[src/rtl/sscp_regs.svh]
// Register indices, field positions, reset values and divider counts of the
// tail-mark serial port. Assumes the includer reaches registers at 4 * index.
`ifndef SSCP_REGS_SVH
`define SSCP_REGS_SVH

// =====================================================================
// Register indices (byte address is four times the index)
`define SSCP_IDX_CTRL 16'hffa0
`define SSCP_IDX_CSR 16'hffa1
`define SSCP_IDX_DATA_UP 16'hffa2
`define SSCP_IDX_DATA_LO 16'hffa3
`define SSCP_IDX_IRQ_STAT 16'hffa4
`define SSCP_IDX_IRQ_CLR 16'hffa5
`define SSCP_IDX_IRQ_EN 16'hffa6

// =====================================================================
// Reset values
`define SSCP_CTRL_RST 8'h00
`define SSCP_CSR_RST 8'h9c

// =====================================================================
// Field positions
`define SSCP_CTRL_TAIL_EN 5
`define SSCP_CTRL_TAIL_TYPE 4
`define SSCP_CTRL_CLK_SRC 3
`define SSCP_CSR_SOL 6
`define SSCP_CSR_OVERRUN_FLAG 5
`define SSCP_CSR_TAIL_SENDING_FLAG 1
`define SSCP_CSR_STF 0
`define SSCP_IRQ_DONE 0
`define SSCP_IRQ_OVR 1

// =====================================================================
// Half serial-clock periods in system cycles, per prescale code
`define SSCP_HALF_0 10'd512
`define SSCP_HALF_1 10'd128
`define SSCP_HALF_2 10'd32
`define SSCP_HALF_3 10'd16
`define SSCP_HALF_4 10'd8
`define SSCP_HALF_5 10'd4
`define SSCP_HALF_6 10'd2
`define SSCP_HALF_7 10'd1

`endif

[src/rtl/sscp_pkg.sv]
// Types shared by the tail-mark serial port.
// Assumes nothing beyond a SystemVerilog compiler.
package sscp_pkg;
    typedef enum logic [1:0] {st_idle, st_shift, st_tail} sscp_state_t;
    typedef enum logic [1:0] {mode_8bit, mode_16bit, mode_cont, mode_rsvd} sscp_mode_t;
endpackage

[src/rtl/sscp_port.sv]
// Synchronous serial channel with tail mark, behind an AXI4-Lite slave.
// Assumes one clock clk_sys; sck_i and si_i are asynchronous pins.
`timescale 1ns/1ps
`include "sscp_regs.svh"
module sscp_port (
    input wire logic clk_sys,
    input wire logic rst_b,
    input wire logic [17:0] awaddr,
    input wire logic [2:0] awprot,
    input wire logic awvalid,
    output logic awready,
    input wire logic [31:0] wdata,
    input wire logic [3:0] wstrb,
    input wire logic wvalid,
    output logic wready,
    output logic [1:0] bresp,
    output logic bvalid,
    input wire logic bready,
    input wire logic [17:0] araddr,
    input wire logic [2:0] arprot,
    input wire logic arvalid,
    output logic arready,
    output logic [31:0] rdata,
    output logic [1:0] rresp,
    output logic rvalid,
    input wire logic rready,
    input wire logic sck_i,
    output logic sck_o,
    output logic sck_oe,
    input wire logic si_i,
    output logic so_o,
    output logic irq
);
    // =====================================================================
    // AXI4-Lite write side: address and data latched in either order
    logic aw_full_q, w_full_q, bvalid_q, rvalid_q;
    logic [15:0] aw_idx_q;
    logic [7:0] w_byte_q;
    logic w_en_q;
    logic [1:0] bresp_q, rresp_q;
    logic [31:0] rdata_q;

    assign awready = !aw_full_q && !bvalid_q;
    assign wready = !w_full_q && !bvalid_q;
    wire wr_fire = aw_full_q && w_full_q && !bvalid_q;
    wire wr_ok = wr_fire && w_en_q;
    wire wr_ctrl = wr_ok && (aw_idx_q == `SSCP_IDX_CTRL);
    wire wr_csr = wr_ok && (aw_idx_q == `SSCP_IDX_CSR);
    wire wr_up = wr_ok && (aw_idx_q == `SSCP_IDX_DATA_UP);
    wire wr_lo = wr_ok && (aw_idx_q == `SSCP_IDX_DATA_LO);
    wire wr_iclr = wr_ok && (aw_idx_q == `SSCP_IDX_IRQ_CLR);
    wire wr_ien = wr_ok && (aw_idx_q == `SSCP_IDX_IRQ_EN);
    wire wr_hit = (aw_idx_q >= `SSCP_IDX_CTRL) && (aw_idx_q <= `SSCP_IDX_IRQ_EN);

    always_ff @(posedge clk_sys or negedge rst_b) begin
        if (!rst_b) begin
            aw_full_q <= 1'b0;
            w_full_q <= 1'b0;
            bvalid_q <= 1'b0;
            bresp_q <= 2'h0;
            aw_idx_q <= 16'h0000;
            w_byte_q <= 8'h00;
            w_en_q <= 1'b0;
        end else begin
            if (awvalid && awready) begin
                aw_full_q <= 1'b1;
                aw_idx_q <= awaddr[17:2];
            end
            if (wvalid && wready) begin
                w_full_q <= 1'b1;
                w_byte_q <= wdata[7:0];
                w_en_q <= wstrb[0];
            end
            if (wr_fire) begin
                aw_full_q <= 1'b0;
                w_full_q <= 1'b0;
                bvalid_q <= 1'b1;
                bresp_q <= wr_hit ? 2'h0 : 2'h2;
            end else if (bvalid_q && bready) begin
                bvalid_q <= 1'b0;
            end
        end
    end
    assign bvalid = bvalid_q;
    assign bresp = bresp_q;

    // =====================================================================
    // Control register and channel state
    logic [7:0] ctrl_q;
    sscp_pkg::sscp_state_t state_q;
    logic [3:0] bit_cnt_q;
    logic sck_q, so_q, tail_ph_q, overrun_flag_q, overrun_flag_seen_q;
    logic [15:0] data_q;
    logic [1:0] ist_q, ien_q;

    wire sscp_pkg::sscp_mode_t mode = sscp_pkg::sscp_mode_t'(ctrl_q[7:6]);
    wire tail_en = ctrl_q[`SSCP_CTRL_TAIL_EN];
    wire tail_latch = ctrl_q[`SSCP_CTRL_TAIL_TYPE];
    wire int_clk = !ctrl_q[`SSCP_CTRL_CLK_SRC];
    wire busy = (state_q != sscp_pkg::st_idle);
    wire in_shift = (state_q == sscp_pkg::st_shift);
    wire in_tail = (state_q == sscp_pkg::st_tail);
    // Reserved mode 11 is run as 8-bit so the channel never hangs
    wire [3:0] last_bit = (mode == sscp_pkg::mode_16bit) ? 4'd15 : 4'd7;
    wire start = wr_csr && w_byte_q[`SSCP_CSR_STF] && !busy
                 && (mode != sscp_pkg::mode_cont);
    wire abort = wr_ctrl && busy;

    // =====================================================================
    // Serial clock sources
    logic tick, ext_rise, ext_fall, si_lvl;

    sscp_prescaler u_pre (
        .clk_sys(clk_sys),
        .rst_b(rst_b),
        .sel(ctrl_q[2:0]),
        .restart(start),
        .tick(tick)
    );

    sscp_sync3 #(.RST_VAL(1'b1)) u_sck_sync (
        .clk_sys(clk_sys),
        .rst_b(rst_b),
        .din(sck_i),
        .dout(),
        .rise(ext_rise),
        .fall(ext_fall)
    );

    sscp_sync3 #(.RST_VAL(1'b0)) u_si_sync (
        .clk_sys(clk_sys),
        .rst_b(rst_b),
        .din(si_i),
        .dout(si_lvl),
        .rise(),
        .fall()
    );

    wire fall_ev = int_clk ? (tick && sck_q) : ext_fall;
    wire rise_ev = int_clk ? (tick && !sck_q) : ext_rise;
    wire last_rise = in_shift && rise_ev && (bit_cnt_q == last_bit);
    wire fin = !abort && ((last_rise && !tail_en) || (in_tail && tick && tail_ph_q));
    // An external clock with nothing pending means the partner overran us
    wire ov_set = !int_clk && !busy && ext_fall;
    wire cont_run = (mode == sscp_pkg::mode_cont) && int_clk && !busy;

    // =====================================================================
    // Transfer sequencer
    always_ff @(posedge clk_sys or negedge rst_b) begin
        if (!rst_b) begin
            ctrl_q <= `SSCP_CTRL_RST;
            state_q <= sscp_pkg::st_idle;
            bit_cnt_q <= 4'h0;
            sck_q <= 1'b1;
            so_q <= 1'(`SSCP_CSR_RST >> `SSCP_CSR_SOL);
            tail_ph_q <= 1'b0;
        end else begin
            if (wr_ctrl) begin
                ctrl_q <= w_byte_q;
            end
            if (abort) begin
                state_q <= sscp_pkg::st_idle;
                sck_q <= 1'b1;
            end else if (start) begin
                state_q <= sscp_pkg::st_shift;
                bit_cnt_q <= 4'h0;
                sck_q <= 1'b1;
            end else begin
                case (state_q)
                    sscp_pkg::st_idle: begin
                        sck_q <= cont_run ? (sck_q ^ tick) : 1'b1;
                        if (wr_csr) begin
                            so_q <= w_byte_q[`SSCP_CSR_SOL];
                        end
                    end
                    sscp_pkg::st_shift: begin
                        if (int_clk && tick) begin
                            sck_q <= !sck_q;
                        end
                        if (fall_ev) begin
                            so_q <= data_q[0];
                        end
                        if (rise_ev) begin
                            bit_cnt_q <= bit_cnt_q + 4'd1;
                        end
                        if (last_rise && tail_en) begin
                            state_q <= sscp_pkg::st_tail;
                            tail_ph_q <= 1'b0;
                            so_q <= 1'b0;
                        end else if (last_rise) begin
                            state_q <= sscp_pkg::st_idle;
                        end
                    end
                    sscp_pkg::st_tail: begin
                        // Clock idles high; data low for a half period, then
                        // low again (hold) or high (latch) for a half period
                        sck_q <= 1'b1;
                        if (tick && !tail_ph_q) begin
                            tail_ph_q <= 1'b1;
                            so_q <= tail_latch;
                        end else if (tick) begin
                            state_q <= sscp_pkg::st_idle;
                        end
                    end
                    default: state_q <= sscp_pkg::st_idle;
                endcase
            end
        end
    end

    // Data holds no reset; contents are undefined until software writes
    // Limitation: received bits lag the pin by about four cycles, so an internal
    // clock reads them reliably only at divide-by-16 and slower
    always_ff @(posedge clk_sys) begin
        if (wr_up) begin
            data_q[15:8] <= w_byte_q;
        end else if (in_shift && rise_ev && mode == sscp_pkg::mode_16bit) begin
            data_q[15:8] <= {si_lvl, data_q[15:9]};
        end
        if (wr_lo) begin
            data_q[7:0] <= w_byte_q;
        end else if (in_shift && rise_ev) begin
            data_q[7:0] <= {(mode == sscp_pkg::mode_16bit) ? data_q[8] : si_lvl,
                            data_q[7:1]};
        end
    end

    // =====================================================================
    // Overrun flag and interrupt registers; a set beats a same-cycle clear
    wire csr_rd = arvalid && arready && (araddr[17:2] == `SSCP_IDX_CSR);
    wire overrun_flag_clr = wr_csr && !w_byte_q[`SSCP_CSR_OVERRUN_FLAG] && overrun_flag_seen_q;
    wire [1:0] ev = {ov_set, fin};
    wire [1:0] iclr = wr_iclr ? w_byte_q[1:0] : 2'b00;

    always_ff @(posedge clk_sys or negedge rst_b) begin
        if (!rst_b) begin
            overrun_flag_q <= 1'b0;
            overrun_flag_seen_q <= 1'b0;
            ist_q <= 2'b00;
            ien_q <= 2'b00;
        end else begin
            overrun_flag_q <= ov_set || (overrun_flag_q && !overrun_flag_clr);
            if (csr_rd) begin
                overrun_flag_seen_q <= overrun_flag_q;
            end else if (overrun_flag_clr) begin
                overrun_flag_seen_q <= 1'b0;
            end
            ist_q <= ev | (ist_q & ~iclr);
            if (wr_ien) begin
                ien_q <= w_byte_q[1:0];
            end
        end
    end
    assign irq = |(ist_q & ien_q);

    // =====================================================================
    // Read side
    wire [15:0] ar_idx = araddr[17:2];
    wire [7:0] csr_val = {1'b1, so_q, overrun_flag_q, 3'b111, in_tail, busy};
    wire rd_ctrl = (ar_idx == `SSCP_IDX_CTRL);
    wire rd_csr = (ar_idx == `SSCP_IDX_CSR);
    wire rd_up = (ar_idx == `SSCP_IDX_DATA_UP);
    wire rd_lo = (ar_idx == `SSCP_IDX_DATA_LO);
    wire rd_ist = (ar_idx == `SSCP_IDX_IRQ_STAT);
    wire rd_ien = (ar_idx == `SSCP_IDX_IRQ_EN);
    wire rd_hit = (ar_idx >= `SSCP_IDX_CTRL) && (ar_idx <= `SSCP_IDX_IRQ_EN);
    wire [7:0] rd_byte = rd_ctrl ? ctrl_q :
                         rd_csr ? csr_val :
                         rd_up ? data_q[15:8] :
                         rd_lo ? data_q[7:0] :
                         rd_ist ? {6'h00, ist_q} :
                         rd_ien ? {6'h00, ien_q} : 8'h00;

    assign arready = !rvalid_q;
    always_ff @(posedge clk_sys or negedge rst_b) begin
        if (!rst_b) begin
            rvalid_q <= 1'b0;
            rdata_q <= 32'h0000_0000;
            rresp_q <= 2'h0;
        end else if (arvalid && arready) begin
            rvalid_q <= 1'b1;
            rdata_q <= {24'h000000, rd_byte};
            rresp_q <= rd_hit ? 2'h0 : 2'h2;
        end else if (rvalid_q && rready) begin
            rvalid_q <= 1'b0;
        end
    end
    assign rvalid = rvalid_q;
    assign rdata = rdata_q;
    assign rresp = rresp_q;

    // =====================================================================
    // Pins
    assign sck_oe = int_clk;
    assign sck_o = sck_q;
    assign so_o = so_q;

    logic [4:0] rises_q;
    logic [9:0] gap_q;
    logic [2:0] sel_q;
    logic sel_mv_q;
    // Half period as a power of two, taken from the divide ratio of each code
    wire [3:0] half_log = (ctrl_q[2:0] == 3'h0) ? 4'd9 :
                          (ctrl_q[2:0] == 3'h1) ? 4'd7 : 4'd7 - {1'b0, ctrl_q[2:0]};
    always_ff @(posedge clk_sys or negedge rst_b) begin
        if (!rst_b) begin
            rises_q <= 5'h00;
            gap_q <= 10'h000;
            sel_q <= 3'h0;
            sel_mv_q <= 1'b0;
        end else begin
            rises_q <= start ? 5'h00 : rises_q + {4'h0, in_shift && rise_ev};
            gap_q <= (tick || start) ? 10'h000 : gap_q + 10'd1;
            sel_q <= ctrl_q[2:0];
            sel_mv_q <= !(tick || start) && (sel_mv_q || (ctrl_q[2:0] != sel_q));
        end
    end
endmodule

[src/rtl/sscp_sync3.sv]
// Three-stage input synchroniser with agreement filter and edge pulses.
// Assumes din is asynchronous to clk_sys.
`timescale 1ns/1ps
module sscp_sync3 #(
    parameter logic RST_VAL = 1'b0
) (
    input wire logic clk_sys,
    input wire logic rst_b,
    input wire logic din,
    output logic dout,
    output logic rise,
    output logic fall
);
    logic s1_q, s2_q, s3_q, lvl_q;
    wire agree = (s2_q == s3_q);
    wire lvl_d = agree ? s3_q : lvl_q;

    always_ff @(posedge clk_sys or negedge rst_b) begin
        if (!rst_b) begin
            s1_q <= RST_VAL;
            s2_q <= RST_VAL;
            s3_q <= RST_VAL;
            lvl_q <= RST_VAL;
        end else begin
            s1_q <= din;
            s2_q <= s1_q;
            s3_q <= s2_q;
            lvl_q <= lvl_d;
        end
    end

    assign dout = lvl_q;
    assign rise = lvl_d & ~lvl_q;
    assign fall = ~lvl_d & lvl_q;
endmodule

[src/rtl/sscp_prescaler.sv]
// Prescaler: one-cycle tick every half serial-clock period.
// Assumes restart is a one-cycle pulse from the same clock.
`timescale 1ns/1ps
`include "sscp_regs.svh"
module sscp_prescaler (
    input wire logic clk_sys,
    input wire logic rst_b,
    input wire logic [2:0] sel,
    input wire logic restart,
    output logic tick
);
    logic [9:0] cnt_q, cnt_d;
    logic [9:0] half;

    always_comb begin
        case (sel)
            3'h0: half = `SSCP_HALF_0;
            3'h1: half = `SSCP_HALF_1;
            3'h2: half = `SSCP_HALF_2;
            3'h3: half = `SSCP_HALF_3;
            3'h4: half = `SSCP_HALF_4;
            3'h5: half = `SSCP_HALF_5;
            3'h6: half = `SSCP_HALF_6;
            default: half = `SSCP_HALF_7;
        endcase
    end

    assign tick = !restart && (cnt_q >= half - 10'd1);
    assign cnt_d = (restart || tick) ? 10'h000 : cnt_q + 10'd1;

    always_ff @(posedge clk_sys or negedge rst_b) begin
        if (!rst_b) begin
            cnt_q <= 10'h000;
        end else begin
            cnt_q <= cnt_d;
        end
    end
endmodule

[config.mk]
export PLATFORM = sky130hd
export DESIGN_NAME = sscp_port
export DESIGN_NICKNAME = d
export VERILOG_FILES = /design/src/rtl/sscp_pkg.sv /design/src/rtl/sscp_port.sv /design/src/rtl/sscp_sync3.sv /design/src/rtl/sscp_prescaler.sv
export VERILOG_INCLUDE_DIRS = /design/src /design/src/rtl
export SDC_FILE = /design/constraint.sdc
export NUM_CORES = 1
export LEC_CHECK = 0
export BUFFER_PORTS_ARGS = -buffer_cell sky130_fd_sc_hd__buf_2
export CORE_MARGIN = 8
export CORE_UTILIZATION = 53
export CTS_BUF_LIST = sky130_fd_sc_hd__clkbuf_16
export DETAILED_ROUTE_END_ITERATION = 10
export PLACE_DENSITY = 0.8
export SLEW_MARGIN = 25
export SYNTH_ARGS = -nofsm -noshare
export SYNTH_HDL_FRONTEND = slang
export SYNTH_SLANG_ARGS = --single-unit
[constraint.sdc]
create_clock -name clk_sys -period 3.82 [get_ports clk_sys]
set_clock_uncertainty 0.15 [all_clocks]
set_input_delay 0.573 -clock clk_sys [delete_from_list [all_inputs] [get_ports clk_sys]]
set_output_delay 0.573 -clock clk_sys [all_outputs]
set_load 0.01 [all_outputs]
==> results of run 1 <==
critical path, delay by kind of cell, from the launching register on:
kind                     cells  cell delay (ns)
AO/OA/AOI/OAI                5             1.08
AND/OR/NAND/NOR              4             0.91
flip-flops                   1             0.49
adder cells (fa/ha/maj)      2             0.47
multiplexers                 1             0.34
logic make-up (layout without fill, tap and decap cells):
group,Yosys count,count (layout),synth area share [%]
adder cells (fa/ha/maj),20,20,4.82
other,2,27,0.148
flip-flops,96,96,49.0
XOR/XNOR,11,11,1.90
buffers and inverters,61,110,6.47
AND/OR/NAND/NOR,125,125,13.4
multiplexers,63,63,14.2
AO/OA/AOI/OAI,72,72,10.1
layer usage:
| layer | vias up | GRT usage [%] | part of all wire, % |
|---|---|---|---|
| met2 | 146 | 28.3 | 46 |
| met3 | 17 | 4.86 | 9.4 |
| li1 | 1718 | - | - |
| met4 | 0 | 7.01 | 1.5 |
| met5 | - | 0 | 0 |
| met1 | 1762 | 21.9 | 43 |
cell type report:
cell class / instances / area, um^2
sequential: 96 / 2490
fill: 764 / 3480
tap: 129 / 161
timing repair buffer: 74 / 392
clock inverter: 7 / 93.8
inverter: 20 / 75.1
clock buffer: 9 / 225
multi-input combinational: 318 / 2370
through the flow:
step / instances / power (uW) / setup WS [ns] / util [%]
after floorplan: 475 / 1810 / 0.334 / -
after CTS: 653 / 2960 / 0.217 / 62.4
after global placement: 637 / 1970 / 0.306 / 58.9
after detailed placement: 637 / 2010 / 0.254 / 58.9
after global routing: 653 / 3090 / 0.0276 / 62.5
final: 653 / 2940 / 0.256 / 62.5
placed cells by master, fill, tap and decap left out, types with 3 or more instances in the layout:
cell / Yosys / layout
nand2b_1: 5 / 5
xor2_1: 8 / 8
nor3_1: 9 / 8
o211ai_1: 4 / 4
nor2_1: 32 / 32
nand4_1: 7 / 7
o31ai_1: 3 / 3
a31oi_1: 6 / 6
o21ai_0: 11 / 10
buf_2: 2 / 67
edfxtp_1: 16 / 16
buf_4: 26 / 6
and2_1: 3 / 3
xnor2_1: 3 / 3
o21a_1: 3 / 3
nand2_1: 22 / 22
inv_1: 20 / 21
a21o_1: 7 / 7
dfrtp_1: 75 / 75
ha_1: 18 / 18
a21oi_1: 12 / 11
nor2b_1: 5 / 5
clkbuf_16: 0 / 9
conb_1: 2 / 27
a2111oi_0: 4 / 4
mux2i_1: 9 / 9
dfstp_2: 5 / 5
a211oi_1: 4 / 4
nand3_1: 17 / 17
mux2_2: 50 / 50
power by group through the flow:
stage | clock (uW) | combinational [uW] | sequential, uW
floorplan | 0 | 453 | 1360
global placement | 0 | 575 | 1390
detailed placement | 0 | 600 | 1410
CTS | 971 | 602 | 1390
global route | 1010 | 665 | 1420
finish | 951 | 600 | 1390
state kept, by name, summed over array words and instances, names as in the netlist, 2 cells and up:
signal,flops
rdata,8
state_q,2
aw_idx_q,16
ien_q,2
data_q,16
bit_cnt_q,4
u_pre.cnt_q,10
ist_q,2
w_byte_q,8
ctrl_q,8
final timing paths:
kind	start	endpoint
worst max-delay path	ctrl_q[2]$_DFFE_PN0P_	so_o$_DFFE_PN0P_
worst min-delay path	rst_b	u_pre.cnt_q[7]$_DFF_PN0_
worst max register to register	ctrl_q[2]$_DFFE_PN0P_	so_o$_DFFE_PN0P_
worst min register to register	u_si_sync.s1_q$_DFF_PN0_	u_si_sync.s2_q$_DFF_PN0_
max in group asynchronous	rst_b	rdata[0]$_DFFE_PN0P_
min in group clk_sys	sck_i	u_sck_sync.s1_q$_DFF_PN1_
==> impl_metrics.csv, run 1 <==
group,metric,value,unit
worst_setup_path,path_cells,"or3_1 > ha_1 > nand4_1 > a211o_1 > a21oi_2 > ha_1 > nor2b_1 > o21a_1 > nand4_1 > a31oi_1 > o211ai_1 > mux2_1",
logic_synthesis,synth_edf_count,16,
pwr,pwr-share-clk,32.4,%
pwr,switchingPower,848,uW
grt,antenna_found_initial,0,
pwr,internal_power,2090,uW
layout,design_area,5800,um^2
route,ant_nets,0,
timing,rsz0062_at_grt,"no",
floorplan,initial_core_util,54.8,%
logic_synthesis,synth_top_area_cell,"dfrtp_1",
worst_setup_path,cp.arrival,3.63,ns
floorplan,pin_count,132,
route,vias,3643,
worst_setup_path,cp.required,3.89,ns
pwr,cellLeakagePower,0.00274,uW
run_status,status,"completed",
grt,grt_pass1_vias,3804,
logic_synthesis,synth_top_area_share,36.9,%
worst_setup_path,rr_worst_depth,12,
pwr,powerDensity,506,nW/um^2
logic_synthesis,ys_ff_latch,96,
floorplan,die_h,114,um
job,drv_cap,0,
route,wire_per_inst,16.7,um
clock_tree,clk_path_buf_depth,2,
floorplan,die-area,13000,um^2
route,drt_wl_total,10900,um
worst_setup_path,r2r_slack,0.26,ns
grt,grt_overflow,0,
clock_tree,cts_hold_buf,0,
place,portBuffers,68,
layout,nNetsFinal,624,
worst_setup_path,endpoint_kind,"flop",
route,drc,0,
worst_setup_path,criticalPathCategory,"reg2reg",
logic_synthesis,synth.most_common_cell,"dfrtp_1",
logic_synthesis,async_flop_share,83.3,%
timing,setup_viol,0,
pwr,seqPwrFrac,47.2,%
route,drtIter0Drc,240,
clock_tree,cts_root_buffer,"clkbuf_16",
worst_setup_path,startpoint_type,"flop",
clock_tree,cts_tree,"yes",
route,drt_pass1_iterations,4,
grt,grt_pass1_wl,18200,um
timing,max_slew_margin,51.5,%
logic_synthesis,yosys_warnings,0,
place,place_congestion,0.914,
clock_tree,htreeDepth,3,
logic_synthesis,synth_common_cells,"dfrtp_1, mux2_2, nor2_1",
logic_synthesis,avgSynthCellArea,11.3,um^2
clock_tree,cts_setup_buffers,0,
timing,fin_crit_sh,93.3,%
clock_tree,clk_pin_slew,0.07,ns
timing,fmax,281,MHz
timing,worstMarginPinSlew,0.727,ns
timing,slew_violations,0,
floorplan,die_w,114,um
layout,area_delta_synth_final,14.2,%
logic_synthesis,seq_area_frac_synth,49.0,%
logic_synthesis,yosys-top-cells-area,"dfrtp_1, mux2_2, edfxtp_1",
clock_tree,cts_inserted_buffers,9,
clock_tree,clk_latency,0.34,ns
grt,grt_max_degree,81,
worst_setup_path,slowest_delay,0.49,ns
route,viasPerCell,5.58,
timing,post-route-min-period,3.56,ns
timing,hold_ws,0.0822,ns
timing,setup_tns,0,ns
pwr,power.share.switching,28.9,%
logic_synthesis,synth_cells,450,
logic_synthesis,netlist_area,5080,um^2
place,hpwl,8160,um
pwr,p_comb_share,20.4,%
pwr,ir_worst_vdd,333,uV
layout,drive_above_1_share,30.7,%
floorplan,core,9280,um^2
floorplan,rows,35,
layout,n_antenna_cell,0,
worst_setup_path,critPathMaxFanout,10,
worst_setup_path,cpMaxStageDelayCell,"dfrtp_1",
min_path,hold_path_class,"in2async",
grt,grt_usage,17.6,%
logic_synthesis,ys_types,67,
logic_synthesis,ys.flop_type,"dfrtp_1",
timing,hold_violations,0,
clock_tree,cts_resized,0,
clock_tree,cts_sinks,96,
place,post_dp_cell_area,5470,um^2
(Power assumes the default switching activity.)
==> run 2: changes to the inputs <==
--- a/config.mk
+++ b/config.mk
@@ -12,6 +12,7 @@
 export CTS_BUF_LIST = sky130_fd_sc_hd__clkbuf_16
 export DETAILED_ROUTE_END_ITERATION = 10
 export PLACE_DENSITY = 0.8
+export SETUP_SLACK_MARGIN = 0.5
 export SLEW_MARGIN = 25
 export SYNTH_ARGS = -nofsm -noshare
 export SYNTH_HDL_FRONTEND = slang
==> run 2 against run 1 <==
Total power shrank 0.62%; non-clock buffer count grew 7; critical endpoint unchanged; critical path type unchanged; flip-flop and latch count is the same; hold slack gained 0.016 ns; register-to-register slack gained 0.21 ns; first-iteration DRC count shrank 1.3%; cell count grew 1.1%; utilization grew 1.4 points.
==> impl_metrics.csv, run 2 (synthesis results as in run 1) <==
group,metric,value,unit
grt,grt_usage,17.4,%
floorplan,initial_core_util,54.8,%
job,drv_cap,0,
floorplan,die-area,13000,um^2
timing,post-route-min-period,3.35,ns
timing,slew_violations,0,
route,wire_per_inst,16.9,um
timing,fmax,298,MHz
clock_tree,htreeDepth,3,
timing,worstMarginPinSlew,0.721,ns
worst_setup_path,path_cells,"or3_4 > ha_4 > nand4_1 > a211o_1 > a21oi_2 > ha_2 > nor2b_4 > o21a_1 > nand4_1 > a31oi_1 > o211ai_1 > mux2_1",
pwr,cellLeakagePower,0.00276,uW
layout,final_cell_mix,"dfrtp_1, buf_2, mux2_2",
route,vias,3686,
clock_tree,clk_path_buf_depth,2,
route,drt_wl_total,11200,um
floorplan,core,9280,um^2
worst_setup_path,critPathMaxFanout,6,
clock_tree,cts_root_buffer,"clkbuf_16",
run_status,status,"completed",
worst_setup_path,cpMostUsedCell,"nand4_1",
grt,grt_overflow,0,
clock_tree,cts_sinks,96,
timing,rsz0062_at_grt,"yes",
pwr,ir_worst_vdd,434,uV
worst_setup_path,startpoint_type,"flop",
floorplan,die_h,114,um
place,portBuffers,68,
clock_tree,cts_hold_buf,0,
worst_setup_path,cpMaxStageDelayCell,"dfrtp_2",
clock_tree,clk_pin_slew,0.07,ns
grt,grt_pass1_wl,18100,um
clock_tree,cts_tree,"yes",
timing,hold_ws,0.0986,ns
route,drt_pass1_iterations,4,
layout,nNetsFinal,631,
layout,final_util,63.9,%
min_path,hold_path_class,"in2async",
worst_setup_path,critPathTopFamily,"compound AO/OA/AOI/OAI gates",
grt,grt_max_degree,81,
timing,fin_crit_sh,87.7,%
worst_setup_path,cp.arrival,3.43,ns
layout,final_common_cell,"dfrtp_1",
route,drc,0,
layout,area_delta_synth_final,16.7,%
route,drtIter0Drc,237,
grt,grt_pass1_vias,3761,
place,hpwl,8120,um
route,viasPerCell,5.58,
layout,drive_above_1_share,33.9,%
floorplan,die_w,114,um
clock_tree,cts_inserted_buffers,9,
floorplan,rows,35,
route,ant_nets,0,
timing,setup_viol,0,
timing,setup_tns,0,ns
worst_setup_path,slowest_delay,0.44,ns
worst_setup_path,endpoint_kind,"flop",
timing,hold_violations,0,
timing,setup_ws,0.469,ns
place,place_ws,0.185,ns
place,place_congestion,0.927,
timing,max_slew_margin,51.5,%
worst_setup_path,cp.required,3.89,ns
worst_setup_path,worst-path-buf-inv,0,
layout,reg.largest.list,"aw_idx_q (16), data_q (16), u_pre.cnt_q (10)",
worst_setup_path,criticalPathCategory,"reg2reg",
grt,antenna_found_initial,0,
layout,n_antenna_cell,0,
floorplan,pin_count,132,
clock_tree,clk_latency,0.34,ns
pwr,powerDensity,492,nW/um^2
run 2: cell types whose count changed in the layout (fill, tap and decap cells not counted), sizes merged:
cell	before	now
bufinv	2	1
buf	74	81
clkbuf	9	10
clkinv	2	1
clkinvlp	0	1
run 2: metrics by stage:
| stage | std cells | total power (uW) | area (um^2) |
|---|---|---|---|
| floorplan | 475 | 1810 | 5190 |
| global placement | 636 | 1970 | 5470 |
| detailed placement | 636 | 2010 | 5470 |
| CTS | 656 | 2950 | 5830 |
| global route | 660 | 3070 | 5930 |
| finish | 660 | 2920 | 5930 |
run 2: repair_timing:
| item | 4_1_cts | 5_1_grt |
|---|---|---|
| resized for setup | 5 | 9 |
| buffers inserted | 4 | 4 |
| pin swaps | 6 | 2 |
| setup endpoints to repair | 23 | 5 |
run 2: worst paths after layout:
path,from,to,slack [ns],depth (start not counted)
worst max-delay path,ctrl_q[0]$_DFFE_PN0P_,so_o$_DFFE_PN0P_,0.47,12
worst min-delay path,rst_b,u_pre.cnt_q[9]$_DFF_PN0_,0.1,1
worst max register to register,ctrl_q[0]$_DFFE_PN0P_,so_o$_DFFE_PN0P_,0.47,12
worst min register to register,u_si_sync.s1_q$_DFF_PN0_,u_si_sync.s2_q$_DFF_PN0_,0.20,0
max in group asynchronous,rst_b,ctrl_q[2]$_DFFE_PN0P_,2.89,1
min in group clk_sys,sck_i,u_sck_sync.s1_q$_DFF_PN1_,0.18,1
run 2: layout make-up:
type / count / area [um^2]
Sequential cell: 96 / 2490
Clock inverter: 6 / 62.6
Fill cell: 777 / 3350
Timing Repair Buffer: 81 / 444
Clock buffer: 10 / 250
Inverter: 20 / 75.1
Tap cell: 129 / 161
Multi-Input combinational cell: 318 / 2450
run 2: where the power goes:
part,switching [uW],internal [uW],total [uW]
logic,303,293,596
registers,165,1220,1390
clock network,390,548,938
total,857,2060,2920
run 2: layer usage:
metal	global-route usage, %	share of wire (%)	up-vias
met3	6.02	9.1	20
met4	5.86	1.7	0
met5	0	0	-
met2	28.9	48	128
li1	-	-	1727
met1	20.5	41	1811
==> run 3: changes to the inputs <==
==> constraint.sdc (replaced) <==
create_clock -name clk_sys -period 3.75 [get_ports clk_sys]
set_clock_uncertainty 0.15 [all_clocks]
set_input_delay 0.5625 -clock clk_sys [delete_from_list [all_inputs] [get_ports clk_sys]]
set_output_delay 0.5625 -clock clk_sys [all_outputs]
set_load 0.01 [all_outputs]
==> run 3 against run 2 <==
Routed wire length grew 3.8%; worst setup slack lost 0.11 ns; via count grew 0.49%; sequential share of layout area shrank 0.93 points; die area is the same; cell count grew 1.2%; register-to-register slack lost 0.11 ns; total power grew 2.6%; sequential power is essentially flat; clock power is essentially flat; critical endpoint unchanged; combinational power grew 6.9%.
==> impl_metrics.csv, run 3 (synthesis results as in run 1) <==
group,metric,value,unit
timing,setup_ws,0.361,ns
layout,final_cell_mix,"dfrtp_1, buf_2, mux2_2",
floorplan,rows,35,
timing,setup_viol,0,
timing,slew_violations,0,
job,drv_cap,0,
grt,grt_usage,17.6,%
route,drtIter0Drc,204,
clock_tree,cts_root_buffer,"clkbuf_16",
floorplan,core,9280,um^2
grt,grt_overflow,0,
min_path,hold_path_class,"in2async",
clock_tree,clk_path_buf_depth,2,
place,place_ws,0.198,ns
clock_tree,cts_sinks,96,
layout,drive_above_1_share,36.2,%
timing,setup_tns,0,ns
pwr,power,3000,uW
pwr,ir_worst_vdd,338,uV
worst_setup_path,path_cells,"or3_4 > ha_4 > nand4_1 > a211o_1 > a21oi_2 > ha_2 > nor2b_4 > o21a_1 > nand4_1 > a31oi_1 > o211ai_1 > mux2_1",
floorplan,die-area,13000,um^2
worst_setup_path,rr_worst_depth,12,
place,hpwl,8150,um
worst_setup_path,endpoint_kind,"flop",
layout,nNetsFinal,639,
place,place_congestion,0.913,
clock_tree,cts_inserted_buffers,9,
clock_tree,cts_tree,"yes",
grt,grt_pass1_wl,18500,um
layout,area_delta_synth_final,19.3,%
route,drt_wl_total,11600,um
worst_setup_path,setup.worst_path.start,"ctrl_q[1]$_DFFE_PN0P_",
layout,final_common_cell,"dfrtp_1",
layout,n_antenna_cell,0,
clock_tree,clk_pin_slew,0.07,ns
pwr,powerDensity,494,nW/um^2
pwr,cellLeakagePower,0.00280,uW
place,portBuffers,68,
floorplan,initial_core_util,54.8,%
worst_setup_path,critPathMaxFanout,5,
worst_setup_path,criticalPathCategory,"reg2reg",
timing,hold_violations,0,
clock_tree,cts_hold_buf,0,
grt,antenna_found_initial,0,
worst_setup_path,critPathCapture,"so_o$_DFFE_PN0P_",
layout,reg.largest.list,"aw_idx_q (16), data_q (16), u_pre.cnt_q (10)",
worst_setup_path,cp.required,3.82,ns
worst_setup_path,cpMaxStageDelayCell,"dfrtp_2",
layout,n_fill_cell,714,
grt,grt_max_degree,81,
worst_setup_path,startpoint_type,"flop",
timing,max_slew_margin,52.2,%
route,drc,0,
floorplan,die_h,114,um
run_status,status,"completed",
grt,grt_pass1_vias,3856,
route,viasPerCell,5.54,
timing,fmax,295,MHz
timing,worstMarginPinSlew,0.717,ns
worst_setup_path,slowest_delay,0.43,ns
worst_setup_path,r2r_slack,0.36,ns
clock_tree,htreeDepth,3,
timing,rsz0062_at_grt,"yes",
route,ant_nets,0,
floorplan,pin_count,132,
clock_tree,clk_latency,0.34,ns
route,drt_pass1_iterations,4,
worst_setup_path,cpMostUsedCell,"nand4_1",
floorplan,die_w,114,um
worst_setup_path,rr_startpoint,"ctrl_q[1]$_DFFE_PN0P_",
route,wire_per_inst,17.3,um
timing,post-route-min-period,3.39,ns
timing,fin_crit_sh,90.4,%
worst_setup_path,r2r_end,"so_o$_DFFE_PN0P_",
route,vias,3704,
worst_setup_path,cp.arrival,3.46,ns
-- run 3: cell count changes in the layout (fill, tap and decap cells not counted), sizes merged --
cell,delta
buf,+8
clkbuf,-1
clkinv,-1
clkinvlp,+1
inv,+1
-- run 3: per-layer routing --
| metal | up-vias | wire (um) | track usage, % |
|---|---|---|---|
| li1 | 1746 | - | - |
| met1 | 1793 | 4840 | 21.3 |
| met4 | 0 | 213 | 5.94 |
| met2 | 145 | 5500 | 29.3 |
| met3 | 20 | 1030 | 5.39 |
| met5 | - | 0 | 0 |
-- run 3: final cells by class --
type | count | area [um^2] | area share, %
timing repair buffer | 89 | 512 | 8.44
multi-input combinational | 318 | 2520 | 41.6
clock inverter | 7 | 80.1 | 1.32
inverter | 20 | 75.1 | 1.24
clock buffer | 9 | 225 | 3.71
tap | 129 | 161 | 2.66
sequential | 96 | 2490 | 41.1
-- run 3: worst min-delay path by stage --
stage	from	depth (start not counted)	endpoint	slack [ns]
global placement	u_si_sync.s1_q$_DFF_PN0_	0	u_si_sync.s2_q$_DFF_PN0_	0.19
detailed placement	u_si_sync.s1_q$_DFF_PN0_	0	u_si_sync.s2_q$_DFF_PN0_	0.19
finish	rst_b	1	u_pre.cnt_q[7]$_DFF_PN0_	0.09
CTS	si_i	1	u_si_sync.s1_q$_DFF_PN0_	0.17
global route	si_i	1	u_si_sync.s1_q$_DFF_PN0_	0.17
floorplan	rst_b	0	aw_full_q$_DFFE_PN0P_	0.12
-- run 3: report_power, final --
part           total, uW  internal, uW  switching, uW
sequential          1420          1240            173
clock                941           527            415
combinational        637           310            326
total               3000          2080            914
-- run 3: critical path: cells and delay by family, from the launching register on --
kind	cells	cell delay (ns)
AO/OA/AOI/OAI	5	1.05
multiplexers	1	0.32
flip-flops	1	0.43
AND/OR/NAND/NOR	4	0.86
adder cells (fa/ha/maj)	2	0.47
-- run 3: repair_timing --
item                       CTS  global route
setup endpoints to repair   23            24
setup buffers                9             6
pin swaps                   11            13
gates resized for setup      9            16
-- run 3: per-stage QoR --
stage	std cells	hold WS, ns	util (%)	cell area [um^2]
global placement	637	0.186	59.2	5500
global route	668	0.173	65.3	6060
detailed placement	637	0.190	59.2	5500
CTS	662	0.169	63.7	5920
finish	668	0.0872	65.3	6060
floorplan	475	0.117	-	5210
